**src/capture_defs.svh**
```systemverilog
// offsets, field positions, reset values and counts of the capture unit
`ifndef CAPTURE_DEFS_SVH
`define CAPTURE_DEFS_SVH

`define CAP_CHANNELS        4
`define CAP_FIFO_DEPTH      4
`define CAP_DATA_W          16
`define CAP_ADDR_W          8

// register byte offsets
`define CAP_CH_STRIDE       8'h08
`define CAP_CTRL_OFS        8'h00
`define CAP_BUF_OFS         8'h04
`define CAP_CH_SPAN         8'h20
`define CAP_IRQ_STATUS_OFS  8'h20
`define CAP_IRQ_MASK_OFS    8'h24

// capture_channel_control field positions
`define CAP_MODE_LSB        0
`define CAP_MODE_MSB        2
`define CAP_NOT_EMPTY_BIT   3
`define CAP_OVERFLOW_BIT    4
`define CAP_ICOUNT_LSB      5
`define CAP_ICOUNT_MSB      6
`define CAP_TBSEL_BIT       7

// reset values
`define CAP_MODE_RESET      3'h0
`define CAP_ICOUNT_RESET    2'h0
`define CAP_TBSEL_RESET     1'h0
`define CAP_MASK_RESET      4'h0

// prescaler terminal counts for every 4th and every 16th rising edge
`define CAP_PRESCALE_4_LAST  4'h3
`define CAP_PRESCALE_16_LAST 4'hF

// axi responses
`define CAP_RESP_OKAY       2'h0
`define CAP_RESP_DECERR     2'h3

`endif

```
**src/capture_pkg.sv**
```systemverilog
// types shared by the capture unit files
package capture_pkg;

  typedef logic [15:0] capture_word_type;

  // capture_mode_field encodings
  typedef enum logic [2:0] {
    mode_off        = 3'h0,
    mode_every_edge = 3'h1,
    mode_falling    = 3'h2,
    mode_rising     = 3'h3,
    mode_rise4      = 3'h4,
    mode_rise16     = 3'h5,
    mode_spare      = 3'h6,
    mode_irq_only   = 3'h7
  } capture_mode_type;

endpackage

```
**src/capture_edge_sync.sv**
```systemverilog
// two-flop pin synchroniser with rise and fall pulses
`timescale 1ns/100ps
module capture_edge_sync (
  input  wire logic aclk,
  input  wire logic aresetn,
  input  wire logic pin,
  output logic      rise,
  output logic      fall
);
  logic meta;
  logic stable;
  logic last;

  // meta feeds only stable; edges compare stable with last
  always_ff @(posedge aclk) begin
    if (!aresetn) begin
      meta   <= 1'b0;
      stable <= 1'b0;
      last   <= 1'b0;
    end else begin
      meta   <= pin;
      stable <= meta;
      last   <= stable;
    end
  end

  assign rise = stable & ~last;
  assign fall = ~stable & last;
endmodule // capture_edge_sync

```
**src/capture_fifo.sv**
```systemverilog
// shift-forward capture buffer, oldest word always in slot zero
`timescale 1ns/100ps
module capture_fifo #(
  parameter int WIDTH = 16,
  parameter int DEPTH = 4
) (
  input  wire logic             aclk,
  input  wire logic             aresetn,
  input  wire logic             push,
  input  wire logic [WIDTH-1:0] push_data,
  input  wire logic             pop,
  output logic      [WIDTH-1:0] head,
  output logic                  empty,
  output logic                  full
);
  localparam int CW = $clog2(DEPTH + 1);

  logic [WIDTH-1:0] slot [DEPTH];
  logic [CW-1:0]    count;
  logic             do_push;
  logic             do_pop;
  logic [CW-1:0]    wr_pos;

  assign empty   = (count == '0);
  assign full    = (count == CW'(DEPTH));
  assign do_pop  = pop & ~empty;
  assign do_push = push & ~full;
  assign wr_pos  = do_pop ? count - 1'b1 : count;
  assign head    = slot[0];

  // occupancy
  always_ff @(posedge aclk) begin
    if (!aresetn) begin
      count <= '0;
    end else if (do_push & ~do_pop) begin
      count <= count + 1'b1;
    end else if (do_pop & ~do_push) begin
      count <= count - 1'b1;
    end
  end

  // each slot but the last takes its neighbour on a pop, or the new word at wr_pos
  for (genvar i = 0; i < DEPTH; i++) begin : g_slot
    always_ff @(posedge aclk) begin
      if (!aresetn) begin
        slot[i] <= '0;
      end else if (do_push && wr_pos == CW'(i)) begin
        slot[i] <= push_data;
      end else if (do_pop) begin
        slot[i] <= (i + 1 < DEPTH) ? slot[(i + 1) % DEPTH] : slot[i];
      end
    end
  end
endmodule // capture_fifo

```
**src/input_capture_channels.sv**
```systemverilog
// four-channel input capture unit with axi4-lite registers
//
// Contract
// - four independent channels, each fully self-contained
// - mode field picks edge or prescaled capture
// - mode off clears the prescaler counter
// - reset clears every prescaler counter
// - each channel buffers four 16-bit captures
// - not-empty flag stays set until drained
// - buffer read returns oldest, shifts rest forward
// - fifth capture into full buffer sets overflow
// - the overflowing capture value is discarded
// - after overflow ignore captures until drained
// - bit 7 picks time base, high timer default
// - every-edge mode interrupts each edge, never overflows
// - bits 6:5 set captures per interrupt
`timescale 1ns/100ps
`include "capture_defs.svh"
module input_capture_channels #(
  parameter int CHANNELS   = `CAP_CHANNELS,
  parameter int FIFO_DEPTH = `CAP_FIFO_DEPTH,
  parameter int ADDR_W     = `CAP_ADDR_W
) (
  input  wire logic                          aclk,
  input  wire logic                          aresetn,
  // capture pins, asynchronous to aclk
  input  wire logic                          capture_input_a,
  input  wire logic                          capture_input_b,
  input  wire logic                          capture_input_c,
  input  wire logic                          capture_input_d,
  // time bases from the general timers, same clock
  input  wire capture_pkg::capture_word_type general_timer_low,
  input  wire capture_pkg::capture_word_type general_timer_high,
  // axi4-lite slave
  input  wire logic [ADDR_W-1:0]             s_axi_awaddr,
  input  wire logic                          s_axi_awvalid,
  output logic                               s_axi_awready,
  input  wire logic [31:0]                   s_axi_wdata,
  input  wire logic [3:0]                    s_axi_wstrb,
  input  wire logic                          s_axi_wvalid,
  output logic                               s_axi_wready,
  output logic [1:0]                         s_axi_bresp,
  output logic                               s_axi_bvalid,
  input  wire logic                          s_axi_bready,
  input  wire logic [ADDR_W-1:0]             s_axi_araddr,
  input  wire logic                          s_axi_arvalid,
  output logic                               s_axi_arready,
  output logic [31:0]                        s_axi_rdata,
  output logic [1:0]                         s_axi_rresp,
  output logic                               s_axi_rvalid,
  input  wire logic                          s_axi_rready,
  // level interrupt
  output logic                               capture_irq
);
  import capture_pkg::*;

  localparam int CHW = $clog2(CHANNELS);

  // register bus state
  logic              aw_held;
  logic              w_held;
  logic [ADDR_W-1:0] aw_addr;
  logic [31:0]       w_data;
  logic [3:0]        w_strb;
  logic              wr_go;
  logic              ar_go;

  // per-channel state
  logic [CHANNELS-1:0] pins;
  capture_mode_type    mode      [CHANNELS];
  logic [1:0]          icount    [CHANNELS];
  logic [CHANNELS-1:0] tbsel;
  logic [CHANNELS-1:0] not_empty;
  logic [CHANNELS-1:0] overflow;
  logic [CHANNELS-1:0] pop;
  logic [CHANNELS-1:0] event_hit;
  logic [15:0]         head      [CHANNELS];

  // interrupt registers
  logic [CHANNELS-1:0] capture_interrupt_flag;
  logic [CHANNELS-1:0] irq_mask;

  assign pins = CHANNELS'({capture_input_d, capture_input_c,
                           capture_input_b, capture_input_a});

  // address decode helpers
  function automatic logic in_channels(input logic [ADDR_W-1:0] a);
    in_channels = (a < ADDR_W'(`CAP_CH_SPAN)) && (a[1:0] == 2'h0);
  endfunction

  function automatic logic [CHW-1:0] ch_of(input logic [ADDR_W-1:0] a);
    ch_of = a[CHW+2:3];
  endfunction

  function automatic logic mapped(input logic [ADDR_W-1:0] a);
    mapped = in_channels(a) ||
             (a == ADDR_W'(`CAP_IRQ_STATUS_OFS)) ||
             (a == ADDR_W'(`CAP_IRQ_MASK_OFS));
  endfunction

  // write channels are taken independently and held until both are in
  assign s_axi_awready = ~aw_held & ~s_axi_bvalid;
  assign s_axi_wready  = ~w_held & ~s_axi_bvalid;
  assign wr_go         = aw_held & w_held & ~s_axi_bvalid;

  always_ff @(posedge aclk) begin
    if (!aresetn) begin
      aw_held <= 1'b0;
      aw_addr <= '0;
    end else if (s_axi_awvalid && s_axi_awready) begin
      aw_held <= 1'b1;
      aw_addr <= s_axi_awaddr;
    end else if (wr_go) begin
      aw_held <= 1'b0;
    end
  end

  always_ff @(posedge aclk) begin
    if (!aresetn) begin
      w_held <= 1'b0;
      w_data <= 32'h00000000;
      w_strb <= 4'h0;
    end else if (s_axi_wvalid && s_axi_wready) begin
      w_held <= 1'b1;
      w_data <= s_axi_wdata;
      w_strb <= s_axi_wstrb;
    end else if (wr_go) begin
      w_held <= 1'b0;
    end
  end

  // write response one cycle after both halves are held
  always_ff @(posedge aclk) begin
    if (!aresetn) begin
      s_axi_bvalid <= 1'b0;
      s_axi_bresp  <= `CAP_RESP_OKAY;
    end else if (wr_go) begin
      s_axi_bvalid <= 1'b1;
      s_axi_bresp  <= mapped(aw_addr) ? `CAP_RESP_OKAY : `CAP_RESP_DECERR;
    end else if (s_axi_bready) begin
      s_axi_bvalid <= 1'b0;
    end
  end

  // read: one outstanding, data registered on the address handshake
  assign s_axi_arready = ~s_axi_rvalid;
  assign ar_go         = s_axi_arvalid & s_axi_arready;

  always_ff @(posedge aclk) begin
    if (!aresetn) begin
      s_axi_rvalid <= 1'b0;
      s_axi_rresp  <= `CAP_RESP_OKAY;
      s_axi_rdata  <= 32'h00000000;
    end else if (ar_go) begin
      s_axi_rvalid <= 1'b1;
      s_axi_rresp  <= mapped(s_axi_araddr) ? `CAP_RESP_OKAY
                                           : `CAP_RESP_DECERR;
      s_axi_rdata  <= read_word(s_axi_araddr);
    end else if (s_axi_rready) begin
      s_axi_rvalid <= 1'b0;
    end
  end

  // read mux; an empty buffer reads as zero rather than stale data
  function automatic logic [31:0] read_word(input logic [ADDR_W-1:0] a);
    logic [CHW-1:0] c;
    read_word = 32'h00000000;
    c = ch_of(a);
    if (in_channels(a) && a[2] == 1'b0) begin
      read_word[`CAP_MODE_MSB:`CAP_MODE_LSB]     = mode[c];
      read_word[`CAP_NOT_EMPTY_BIT]              = not_empty[c];
      read_word[`CAP_OVERFLOW_BIT]               = overflow[c];
      read_word[`CAP_ICOUNT_MSB:`CAP_ICOUNT_LSB] = icount[c];
      read_word[`CAP_TBSEL_BIT]                  = tbsel[c];
    end else if (in_channels(a)) begin
      read_word[15:0] = not_empty[c] ? head[c] : 16'h0000;
    end else if (a == ADDR_W'(`CAP_IRQ_STATUS_OFS)) begin
      read_word[CHANNELS-1:0] = capture_interrupt_flag;
    end else if (a == ADDR_W'(`CAP_IRQ_MASK_OFS)) begin
      read_word[CHANNELS-1:0] = irq_mask;
    end
  endfunction

  // one copy of the capture machinery per channel
  for (genvar ch = 0; ch < CHANNELS; ch++) begin : g_ch
    logic        rise;
    logic        fall;
    logic        edge_ok;
    logic        store_mode;
    logic [3:0]  pre_cnt;
    logic [1:0]  int_cnt;
    logic        fifo_full;
    logic        fifo_empty;
    logic        push;
    logic [15:0] stamp;
    logic        ctrl_wr;

    // pin into aclk domain before any edge logic
    capture_edge_sync u_sync (
      .aclk    (aclk),
      .aresetn (aresetn),
      .pin     (pins[ch]),
      .rise    (rise),
      .fall    (fall)
    );

    assign ctrl_wr = wr_go && in_channels(aw_addr) && aw_addr[2] == 1'b0 &&
                     ch_of(aw_addr) == CHW'(ch) && w_strb[0];

    // control fields
    always_ff @(posedge aclk) begin
      if (!aresetn) begin
        mode[ch]   <= capture_mode_type'(`CAP_MODE_RESET);
        icount[ch] <= `CAP_ICOUNT_RESET;
        tbsel[ch]  <= `CAP_TBSEL_RESET;
      end else if (ctrl_wr) begin
        mode[ch]   <= capture_mode_type'(w_data[`CAP_MODE_MSB:`CAP_MODE_LSB]);
        icount[ch] <= w_data[`CAP_ICOUNT_MSB:`CAP_ICOUNT_LSB];
        tbsel[ch]  <= w_data[`CAP_TBSEL_BIT];
      end
    end

    // prescaler counts rising edges in the divided modes only
    // the spare code is treated as off so it cannot keep a stale count
    always_ff @(posedge aclk) begin
      if (!aresetn) begin
        pre_cnt <= 4'h0;
      end else if (mode[ch] == mode_off || mode[ch] == mode_spare) begin
        pre_cnt <= 4'h0;
      end else if (rise && mode[ch] == mode_rise4) begin
        pre_cnt <= (pre_cnt >= `CAP_PRESCALE_4_LAST) ? 4'h0 : pre_cnt + 4'h1;
      end else if (rise && mode[ch] == mode_rise16) begin
        pre_cnt <= (pre_cnt == `CAP_PRESCALE_16_LAST) ? 4'h0
                                                      : pre_cnt + 4'h1;
      end
    end

    // qualified capture edge per mode
    always_comb begin
      case (mode[ch])
        mode_every_edge: edge_ok = rise | fall;
        mode_falling:    edge_ok = fall;
        mode_rising:     edge_ok = rise;
        mode_rise4:      edge_ok = rise && pre_cnt >= `CAP_PRESCALE_4_LAST;
        mode_rise16:     edge_ok = rise && pre_cnt == `CAP_PRESCALE_16_LAST;
        mode_irq_only:   edge_ok = rise;
        default:         edge_ok = 1'b0;
      endcase
    end

    // irq-only mode flags edges but stores nothing
    assign store_mode = (mode[ch] != mode_irq_only);

    // a locked-out channel neither stores nor flags edges; only the prescaler still counts them
    assign event_hit[ch] = edge_ok & ~overflow[ch];
    assign push = event_hit[ch] & store_mode & ~fifo_full;

    // stamp from the selected time base, low timer when the bit is set
    assign stamp = tbsel[ch] ? general_timer_low
                             : general_timer_high;

    assign pop[ch] = ar_go && in_channels(s_axi_araddr) &&
                     s_axi_araddr[2] == 1'b1 &&
                     ch_of(s_axi_araddr) == CHW'(ch);

    capture_fifo #(
      .WIDTH (16),
      .DEPTH (FIFO_DEPTH)
    ) u_fifo (
      .aclk      (aclk),
      .aresetn   (aresetn),
      .push      (push),
      .push_data (stamp),
      .pop       (pop[ch]),
      .head      (head[ch]),
      .empty     (fifo_empty),
      .full      (fifo_full)
    );

    assign not_empty[ch] = ~fifo_empty;

    // overflow locks the channel until the buffer has been drained
    always_ff @(posedge aclk) begin
      if (!aresetn) begin
        overflow[ch] <= 1'b0;
      end else if (event_hit[ch] && store_mode && fifo_full &&
                   mode[ch] != mode_every_edge) begin
        overflow[ch] <= 1'b1;
      end else if (fifo_empty) begin
        overflow[ch] <= 1'b0;
      end
    end

    // captures-per-interrupt divider, bypassed in every-edge mode
    always_ff @(posedge aclk) begin
      if (!aresetn) begin
        int_cnt <= 2'h0;
      end else if (mode[ch] == mode_off || mode[ch] == mode_spare) begin
        int_cnt <= 2'h0;
      end else if (event_hit[ch]) begin
        if (mode[ch] == mode_every_edge || int_cnt == icount[ch]) begin
          int_cnt <= 2'h0;
        end else begin
          int_cnt <= int_cnt + 2'h1;
        end
      end
    end

    // sticky flag, write one clears, a same-cycle event wins
    always_ff @(posedge aclk) begin
      if (!aresetn) begin
        capture_interrupt_flag[ch] <= 1'b0;
      end else if (event_hit[ch] &&
                   (mode[ch] == mode_every_edge || mode[ch] == mode_irq_only ||
                    int_cnt == icount[ch])) begin
        capture_interrupt_flag[ch] <= 1'b1;
      end else if (wr_go && aw_addr == ADDR_W'(`CAP_IRQ_STATUS_OFS) &&
                   w_strb[0] && w_data[ch]) begin
        capture_interrupt_flag[ch] <= 1'b0;
      end
    end
  end

  // mask register
  always_ff @(posedge aclk) begin
    if (!aresetn) begin
      irq_mask <= CHANNELS'(`CAP_MASK_RESET);
    end else if (wr_go && aw_addr == ADDR_W'(`CAP_IRQ_MASK_OFS) &&
                 w_strb[0]) begin
      irq_mask <= w_data[CHANNELS-1:0];
    end
  end

  // level interrupt while any unmasked flag stands
  assign capture_irq = |(capture_interrupt_flag & irq_mask);

endmodule // input_capture_channels

```
**config.mk**
```make
export PLATFORM = sky130hd
export DESIGN_NAME = input_capture_channels
export DESIGN_NICKNAME = d
export VERILOG_FILES = /design/src/capture_pkg.sv /design/src/capture_edge_sync.sv /design/src/capture_fifo.sv /design/src/input_capture_channels.sv
export VERILOG_INCLUDE_DIRS = /design/src
export SDC_FILE = /design/constraint.sdc
export NUM_CORES = 1
export LEC_CHECK = 0
export ABC_CLOCK_PERIOD_IN_PS = 5200
export BUFFER_PORTS_ARGS = -buffer_cell sky130_fd_sc_hd__buf_2
export CAP_MARGIN = 20
export CORE_ASPECT_RATIO = 0.8
export CORE_MARGIN = 1
export CORE_UTILIZATION = 60
export CTS_CLUSTER_DIAMETER = 40
export DETAILED_ROUTE_END_ITERATION = 8
export PLACE_DENSITY = 0.79
export SKIP_LAST_GASP = 1
export SLEW_MARGIN = 25
export SYNTH_ARGS = -nofsm -noshare
export SYNTH_HDL_FRONTEND = slang
export SYNTH_HIERARCHICAL = 1
export SYNTH_SLANG_ARGS = --single-unit
```
**constraint.sdc**
```tcl
create_clock -name aclk -period 5.2 [get_ports aclk]
set_clock_uncertainty 0.2 [all_clocks]
set_input_delay 1.04 -clock aclk [delete_from_list [all_inputs] [get_ports aclk]]
set_output_delay 1.04 -clock aclk [all_outputs]
set_load 0.05 [all_outputs]
```
# Word-level counts from Yosys, hierarchy flattened
# Memories as Yosys holds them, arrays and structs flattened.
# Index checks and enable logic that the tools add are counted.
# W data, S select, Z words.
[classes]
reduce_logical = 142
bitwise_logic = 122
magnitude_cmp = 8
n_addsub = 16
muxes = 234
n_eq_ne = 70
[op_table]
columns = ["op", "n"]
rows = [
  ["$mux W16", 39],
  ["$mux W1", 139],
  ["$logic_and A1 B1 Y1", 77],
  ["$mux W4", 19],
  ["$eq A3 B3 Y1 const B", 20],
  ["$eq A3 B2 Y1 const B", 16],
  ["$mux W3", 16],
  ["$or A1 B1 Y1", 44],
  ["$and A1 B1 Y1", 41],
  ["$reduce_bool A2 Y1", 20],
  ["$logic_not A3 Y1", 12],
  ["$not A1 Y1", 35],
  ["$bmux W16 S2", 1],
  ["$eq A8 B6 Y1 const B", 4],
  ["$eq A3 B1 Y1 const B", 8],
  ["$logic_or A1 B1 Y1", 20],
  ["$mux W2", 10],
  ["$pmux W1 S5", 4],
  ["$add A4 B1 Y4 const B", 4],
  ["$eq A4 B4 Y1 const B", 4],
  ["$ge A4 B2 Y1 const B", 4],
  ["$lt A8 B6 Y1 const B", 2],
  ["$mux W8", 2],
  ["$reduce_or A2 Y1", 8],
  ["other kinds (16)", 43],
]
[word_totals]
out_inout_bits = 42
word_cells = 645
ff_bits = 105
in_bits = 95
ramBits = 276
n_memories = 6
[memory_table]
columns = ["memory", "depth", "word_bits", "rd", "rd_ports_with_merged_regs", "write_ports", "line", "rtl"]
rows = [
  ["g_ch[0].u_fifo.slot", 4, 16, 4, 0, 4, "capture_fifo.sv:18", "logic [WIDTH-1:0] slot [DEPTH];"],
  ["g_ch[1].u_fifo.slot", 4, 16, 4, 0, 4, "capture_fifo.sv:18", ""],
  ["g_ch[2].u_fifo.slot", 4, 16, 4, 0, 4, "capture_fifo.sv:18", ""],
  ["g_ch[3].u_fifo.slot", 4, 16, 4, 0, 4, "capture_fifo.sv:18", ""],
  ["mode", 4, 3, 5, 0, 4, "input_capture_channels.sv:70", "capture_mode_type mode [CHANNELS];"],
  ["icount", 4, 2, 5, 0, 4, "input_capture_channels.sv:71", "logic [1:0] icount [CHANNELS];"],
]

# Logic depth before layout (Yosys ltp)
# Gate-level depths: netlist of the first run.
[depth]
ltp_word = 14
ltp_mapped = 12
mapped_depth_nobuf = 11

# Hierarchy
# The synthesis of the first run kept the hierarchy.
[by_module_without_submodules]
columns = ["mod", "area_each_um2", "cells_per_inst", "n_inst", "seq_area_each_um2"]
rows = [
  ["capture_fifo", 3198.1, 250, 4, 1981.9],
  ["input_capture_channels", 6283.5, 671, 1, 2162.1],
  ["capture_edge_sync", 91.3, 8, 4, 60.1],
]

# Least setup slack after synthesis of the first run
# OpenSTA, ideal clock, no wires.
[synth_path]
path_kind = "input -> register"
start = "input s_axi_araddr[1]"
end = "memory g_ch[1].u_fifo.slot[0][0], enable pin"
t_arrival_ps = 3504
setup_time_ps = 416
n_path_buf = 2
required_time_ps = 4584
path_slack_ps = 1080
stages = 9
cell_sequence = "nor4_2 nand4_1 nor3b_1 nor2b_1 o32ai_2 o21ai_1 buf_6 buf_12 nand3_1"
[synth_lines]
columns = ["element", "line", "rtl"]
rows = [
  ["start, declared", "input_capture_channels.sv:45", "input wire logic [ADDR_W-1:0] s_axi_araddr,"],
  ["end, declared", "capture_fifo.sv:18", ""],
]

==> results of run 1 <==
## metrics by stage
stage | instances | total power (W) | worst slack [ps]
final | 2233 | 0.006987 | 806.4
after global routing | 2233 | 0.007198 | 566.8
after CTS | 2228 | 0.007022 | 820.1
after detailed placement | 2148 | 0.003901 | 840.2
after global placement | 2148 | 0.003884 | 932.8
after floorplan | 1718 | 0.003752 | 1080
## layout make-up
class                           instances  area (um^2)  share of cell area [%]
Tap cell                              420        525.5                   2.452
Clock inverter                         24        222.7                   1.039
Multi-Input combinational cell       1198         8269                   38.58
Timing Repair Buffer                  119        678.2                   3.164
Sequential cell                       378        10330                   48.19
Antenna cell                            5        12.51                 0.05837
Clock buffer                           56         1274                   5.942
Inverter                               33        123.9                  0.5779
## power breakdown
part / internal (W) / switching, W
clock: 0.00190 / 0.00124
sequential: 0.00333 / 0.0000695
combinational: 0.000143 / 0.000303
total: 0.00537 / 0.00162
## kinds of logic (layout without fill, tap and decap cells)
| group | after synthesis | after routing |
|---|---|---|
| AOI/OAI and AO/OA | 175 | 175 |
| xor gates and xnor gates | 31 | 31 |
| adders and majority gates | 20 | 20 |
| buffers and inverters | 142 | 232 |
| DFF | 378 | 378 |
| muxes | 298 | 298 |
| other | 1 | 21 |
| and+or+nand+nor | 658 | 658 |
## flip-flops by register name, summed over array words and instances, names as in the netlist, 4 cells and up
signal / count
g_ch.u_fifo/slot: 256
g_ch.pre_cnt: 16
s_axi_rdata: 16
g_ch.u_fifo/count: 12
mode: 12
aw_addr: 8
g_ch.int_cnt: 8
icount: 8
w_data: 7
capture_interrupt_flag: 4
g_ch.u_sync/last: 4
g_ch.u_sync/meta: 4
g_ch.u_sync/stable: 4
irq_mask: 4
overflow: 4
tbsel: 4
## how the worst min path moves through the flow
| stage | startpoint | slack, ps | end | cells after the start |
|---|---|---|---|---|
| 2_1_floorplan | g_ch[0].u_sync/meta | 210 | g_ch[0].u_sync/stable | 1 |
| 3_3_place_gp | g_ch[3].u_sync/meta | 220 | g_ch[3].u_sync/stable | 1 |
| 3_5_place_dp | g_ch[0].u_sync/meta | 220 | g_ch[0].u_sync/stable | 1 |
| 4_1_cts | g_ch[2].u_sync/meta | 230 | g_ch[2].u_sync/stable | 1 |
| 5_1_grt | g_ch[2].u_sync/meta | 250 | g_ch[2].u_sync/stable | 1 |
| 6_report | g_ch[2].u_sync/meta | 230 | g_ch[2].u_sync/stable | 1 |
## per-layer routing
metal,vias up,part of all wire (%)
li1,6215,-
met5,-,0.15
met1,6442,44
met4,2,2.0
met3,73,8.8
met2,476,45
## cell usage in the layout (no fill, tap or decap), types with 7 or more instances in the layout
cell       Yosys  layout
a21boi_0      28      28
a21oi_1       21      21
a22oi_1       11      11
a31oi_1        7       7
and2_1        50      50
and3_1        11      11
buf_2         14      91
buf_4         30      27
clkbuf_16      0      49
clkinv_2       0       7
conb_1         1      16
dfxtp_1      102     102
edfxtp_1     276     276
ha_1          20      20
inv_1         32      32
mux2_2        64      64
mux2i_1      210     210
mux4_2        23      23
nand2_1      335     335
nand2b_1      14      14
nand3_1       28      28
nand3b_1      12      12
nand4_1        8       8
nor2_1       109     109
nor2b_1       38      38
nor3_1         7       7
o21ai_0       45      45
o21ai_2        0       8
o22ai_1        7       7
o32ai_2        8       8
or3_1          8       8
xnor2_1        7       7
xor2_1        24      24
## Yosys cell counts, types with 6 or more instances
master	n	share of area (%)
buf_2	14	0.36
xnor2_1	7	0.32
and3_1	11	0.35
nand2b_1	14	0.45
a21boi_0	28	1.1
dfxtp_1	102	11
mux2_2	64	3.7
mux4_2	23	2.7
ha_1	20	1.3
and2_1	50	1.6
edfxtp_1	276	43
o22ai_1	7	0.23
nand3b_1	12	0.46
or3_1	8	0.26
clkbuf_1	35	0.68
buf_6	12	0.70
inv_1	32	0.62
nand4_1	8	0.26
o32ai_2	8	0.67
o21ai_1	10	0.26
nand2_1	335	6.5
a21oi_1	21	0.54
a22oi_1	11	0.42
nand3_1	28	0.72
nor2_1	109	2.1
o21ai_0	45	1.2
nor2b_1	38	1.2
buf_1	6	0.12
mux2i_1	210	11
buf_12	8	0.82
xor2_1	24	1.1
nor3_1	7	0.18
a31oi_1	7	0.23
buf_4	30	1.2
==> run metrics, run 1 <==
cts repair resizes 0; Placed Area 0.01993 mm^2; first-pass GRT wire length 68350 um; main combinational cell family by area after synthesis multiplexers; Worst path max stage delay roughly 600 ps; power per standard cell area ~330 mW/mm^2; RSZ-0062 raised after global routing no; Detail Route Antenna Nets 0; clock root cell clkbuf_16; clock-pin slew on the worst setup and hold paths about 60 ps; M1 GR Usage between 30% and 40%; CP Class reg -> reg; Critical Path Source mode[0][1]; critical path's top delay family compound AO/OA/AOI/OAI gates; drt first pass iters 5; clock sinks 378; Post-synth EDFFs roughly 280; GP Congestion a little over 0.9; via count 13210; arrival time worst endpoint between 4000 and 5000 ps; # hold bufs at CTS 0; largest net degree at the start of global routing 109; outcome completed; Yosys cell types 73; Synth Area in Adders 1.287%; initial core utilization about 61%; Detail Placement HPWL 30550 um; vias in the first global route around 13000; Worst Path Buf+Inv 2; CTS Buf Count 44; Final Hold Slack about 230 ps; placement row count between 50 and 60; Post-Syn Area per Cell approximately 11 um^2; final instance area 0.02144 mm^2; GRT overflow 0; Post-Synth Simple-Gate Area approximately 16%; crit path max fanout 17; DR iter-0 viols 1019; met3 Use GR under 10%; Hold/Removal Path Class reg -> reg; Compound-Gate Fraction of Synth Area 6.288%; grt peak-use layer met2; critical-path cell list nand3b_1, a311o_1, a311oi_2, inv_1, a311oi_1, nand2_1, o32ai_2, nand3b_1, buf_4, nand2_1; VDD IR max 217.3 uV; CP max-delay cell a311oi_1; Final nets 1889; Least-Margin Pin Slew about 1000 ps; Fillers 2332; die area about 0.033 mm^2; Post-Synthesis Cells 1703; sequential area share after synthesis 53.13%; TritonCTS clock tree built; Die X 203.3 um; Synth warnings 6; max_cap viols 0; Startpoint Class register; WP data required 5170 ps; Top FF cell, synth edfxtp_1; area of the mapped netlist between 0.015 and 0.02 mm^2; Pleak 9.072 nW; antenna violations before repair 7; Final Hold Viols 0; htree depth 2; Tcrit/Tclk final between 80% and 90%; Synth Register Bits 378; relative slew slack between 30% and 40%; reg2reg end g_ch[0].u_fifo/slot[3][4]; worst flop-to-flop path startpoint mode[0][1]; Worst Setup EP g_ch[0].u_fifo/slot[3][4]; Post-synth ARST share 0%; CP Capture Type register; PortBufs 92; drt drc 0; endpoints failing setup 0; WL final between 40000 and 50000 um; M2 GR Usage 40.69%; synthesis-to-layout area growth 10.26%; Max clock buf depth 3; fin. max-slew vios 0; die height around 160 um; via/cell ratio roughly 5.9; Ports about 140; mux contribution to synthesized area ~17%; Synth Area in XOR/XNOR ~1.4%; CP Depth 10; post-layout util about 68%; postcts setup bufs 0; worst r2r path cells 10; core area between 0.03 and 0.04 mm^2; post-layout min period roughly 4400 ps; Skew-Pair Late Insertion Delay 540 ps; GR Util All Layers around a quarter; Routed WL per cell a little under 20 um; setup tns final 0 ps; Max Clk Rate about 230 MHz; R2R Setup Slk between 800 and 900 ps; ratio of cells with drive above 1 in the final layout approximately 17%
No activity file was read; power rests on OpenSTA's default activity.
==> inputs of run 2 (changes only) <==
--- a/config.mk
+++ b/config.mk
@@ -6,7 +6,8 @@
 export SDC_FILE = /design/constraint.sdc
 export NUM_CORES = 1
 export LEC_CHECK = 0
-export ABC_CLOCK_PERIOD_IN_PS = 5200
+export ABC_AREA = 1
+export ABC_CLOCK_PERIOD_IN_PS = 4100
 export BUFFER_PORTS_ARGS = -buffer_cell sky130_fd_sc_hd__buf_2
 export CAP_MARGIN = 20
 export CORE_ASPECT_RATIO = 0.8
==> constraint.sdc (replaced) <==
create_clock -name aclk -period 4.1 [get_ports aclk]
set_clock_uncertainty 0.2 [all_clocks]
set_input_delay 0.82 -clock aclk [delete_from_list [all_inputs] [get_ports aclk]]
set_output_delay 0.82 -clock aclk [all_outputs]
set_load 0.05 [all_outputs]
==> run metrics, run 2 <==
die area roughly 0.034 mm^2; Yosys cell types 46; Top FF cell, synth edfxtp_1; Worst Path Buf+Inv 3; via count 16670; Fillers between 2000 and 3000; Synth area leader edfxtp_1; relative slew slack around a third; CP Capture Type register; ranking of synthesized cells by area edfxtp_1, nand2_1, dfxtp_1, nand3_1, nor2_1; post-layout min period between 3000 and 4000 ps; GRT overflow 0; # diodes 0; leading cell type in the layout, fill and taps excluded nand2_1; Least-Margin Pin Slew a little over 1000 ps; antenna violations before repair 1; Startpoint Class register; Largest Register g_ch.u_fifo/slot; clock root cell clkbuf_16; Skew-Pair Late Insertion Delay 560 ps; most frequent cells in the layout nand2_1, nand3_1, nor2_1, edfxtp_1, inv_1; Max Clk Rate between 200 and 300 MHz; RSZ-0062 raised after global routing no; Tcrit/Tclk final 85.26%; core area ~0.032 mm^2; final instance area around 0.022 mm^2; PortBufs 92; min-delay src g_ch[3].u_sync/meta; Synth Register Bits 378; fin. max-slew vios 0; Post-synth ARST share 0%; biggest regs g_ch.u_fifo/slot x256, g_ch.pre_cnt x16, s_axi_rdata x16; arrival time worst endpoint about 3700 ps; clock sinks between 300 and 400; Critical Path Source g_ch[0].u_sync/stable; Detail Route Antenna Nets 0; initial core utilization 61.85%; drt first pass iters 6; CP Class reg -> reg; Ports roughly 140; VDD IR max ~360 uV; most used cell, CP nand2_1; WL final 52520 um; area of the mapped netlist 0.01971 mm^2; via/cell ratio approximately 5.8; synthesis-to-layout area growth 11.21%; first-pass GRT wire length around 82000 um; crit path max fanout 19; CTS Buf Count 43; setup tns final 0 ps; Routed WL per cell between 15 and 20 um; most frequent cells after synthesis nand2_1, nand3_1, nor2_1, edfxtp_1, inv_1; cts repair resizes 0; CP max-delay cell nand4_2; Final Hold Slack roughly 220 ps; largest net degree at the start of global routing 42; critical-path cell list inv_1, nor2_2, nand2_1, nor2_1, nand3_1, nand2_1, nand2_1, nor3_1, inv_1, a21oi_1, nand2_1, nor2_4, buf_4, nand4_2, nor2_1; post-layout util just under 70%; placement row count 58; power per standard cell area approximately 400 mW/mm^2; # hold bufs at CTS 0; Hold/Removal Path Class reg -> reg; Placed Area 0.02046 mm^2; WP data required roughly 4300 ps; Post-Synthesis Cells approximately 2300; Pleak between 9 and 10 nW; sequential area share after synthesis 52.42%; htree depth 2; Post-synth EDFFs 276; DR iter-0 viols 1783; die height between 150 and 200 um; Detail Placement HPWL roughly 38000 um; postcts setup bufs 0; Worst path max stage delay about 480 ps; Post-Syn Area per Cell around 8.4 um^2; Final nets roughly 2500; Max clock buf depth 3; R2R Setup Slk 600 ps; Die X 204.6 um; Yosys top cell area share between 40 and 50%; endpoints failing setup 0; GR Util All Layers about a third; TritonCTS clock tree built; Final Hold Viols 0; outcome completed; ratio of cells with drive above 1 in the final layout ~13%; most frequent cell after synthesis nand2_1; critical path's top delay family simple AND/OR/NAND/NOR gates; drt drc 0; worst flop-to-flop path startpoint g_ch[0].u_sync/stable; Largest register FFs about 260; max_cap viols 0; GP Congestion roughly 0.93; Synth warnings 6; clock-pin slew on the worst setup and hold paths about 60 ps; vias in the first global route 15450
## run 2: final timing paths
kind | endpoint | cells past startpoint
setup / recovery | g_ch[0].u_fifo/slot[3][0] | 15
hold / removal | g_ch[3].u_sync/stable | 2
setup reg to reg | g_ch[0].u_fifo/slot[3][0] | 15
hold reg to reg | g_ch[3].u_sync/stable | 2
## run 2: layer usage
layer / global-route usage (%) / vias to the layer above / wire length (um) / part of all wire (%)
met5: 0 / - / 13 / 0.025
met4: 12.14 / 2 / 1848 / 3.5
met3: 7.143 / 125 / 5560 / 11
met2: 49.83 / 826 / 23850 / 45
met1: 42.93 / 7800 / 21250 / 40
li1: - / 7920 / - / -
## run 2: final cells by class
type / instances / area [um^2] / area share (%)
flip-flops and latches: 378 / 10330 / 47.16
multi-input cells: 1636 / 7883 / 35.97
clock buffers: 53 / 1176 / 5.367
repair buffers: 146 / 868.3 / 3.962
inverters: 226 / 848.3 / 3.871
well taps: 420 / 525.5 / 2.398
clock inverters: 26 / 279.0 / 1.273
## run 2: cell families (layout without fill, tap and decap cells)
family | Yosys count | count (layout) | synth area share [%]
other | 1 | 16 | 0.01903
xor gates and xnor gates | 25 | 25 | 1.111
buffers and inverters | 343 | 451 | 7.861
AOI/OAI and AO/OA | 238 | 238 | 6.616
muxes | 1 | 1 | 0.05080
adders and majority gates | 20 | 20 | 1.270
DFF | 378 | 378 | 52.42
and+or+nand+nor | 1336 | 1336 | 30.65
## run 2: worst register-to-register path, cell delays in order (launching register included)
cell and delay [ps]:
dfxtp_1 350, inv_1 60, nor2_2 130, nand2_1 70, nor2_1 240, nand3_1 150
nand2_1 170, nand2_1 150, nor3_1 180, inv_1 90, a21oi_1 190, nand2_1 130
nor2_4 180, buf_4 300, nand4_2 480, nor2_1 270
## run 2: report_power, final
part           switching [W]  leakage (nW)  internal [W]
combinational       0.000506          5.21      0.000151
sequential         0.0000717          3.69       0.00423
clock                0.00160         0.706       0.00232
total                0.00218          9.60       0.00670
## run 2: through the flow
step	instances	setup WS [ps]	total power, W
6_report	2885	604.3	0.008881
5_1_grt	2885	298.5	0.009129
4_1_cts	2885	677.6	0.008902
3_5_place_dp	2806	425.6	0.005023
3_3_place_gp	2806	532.0	0.005001
2_1_floorplan	2357	107.8	0.004793
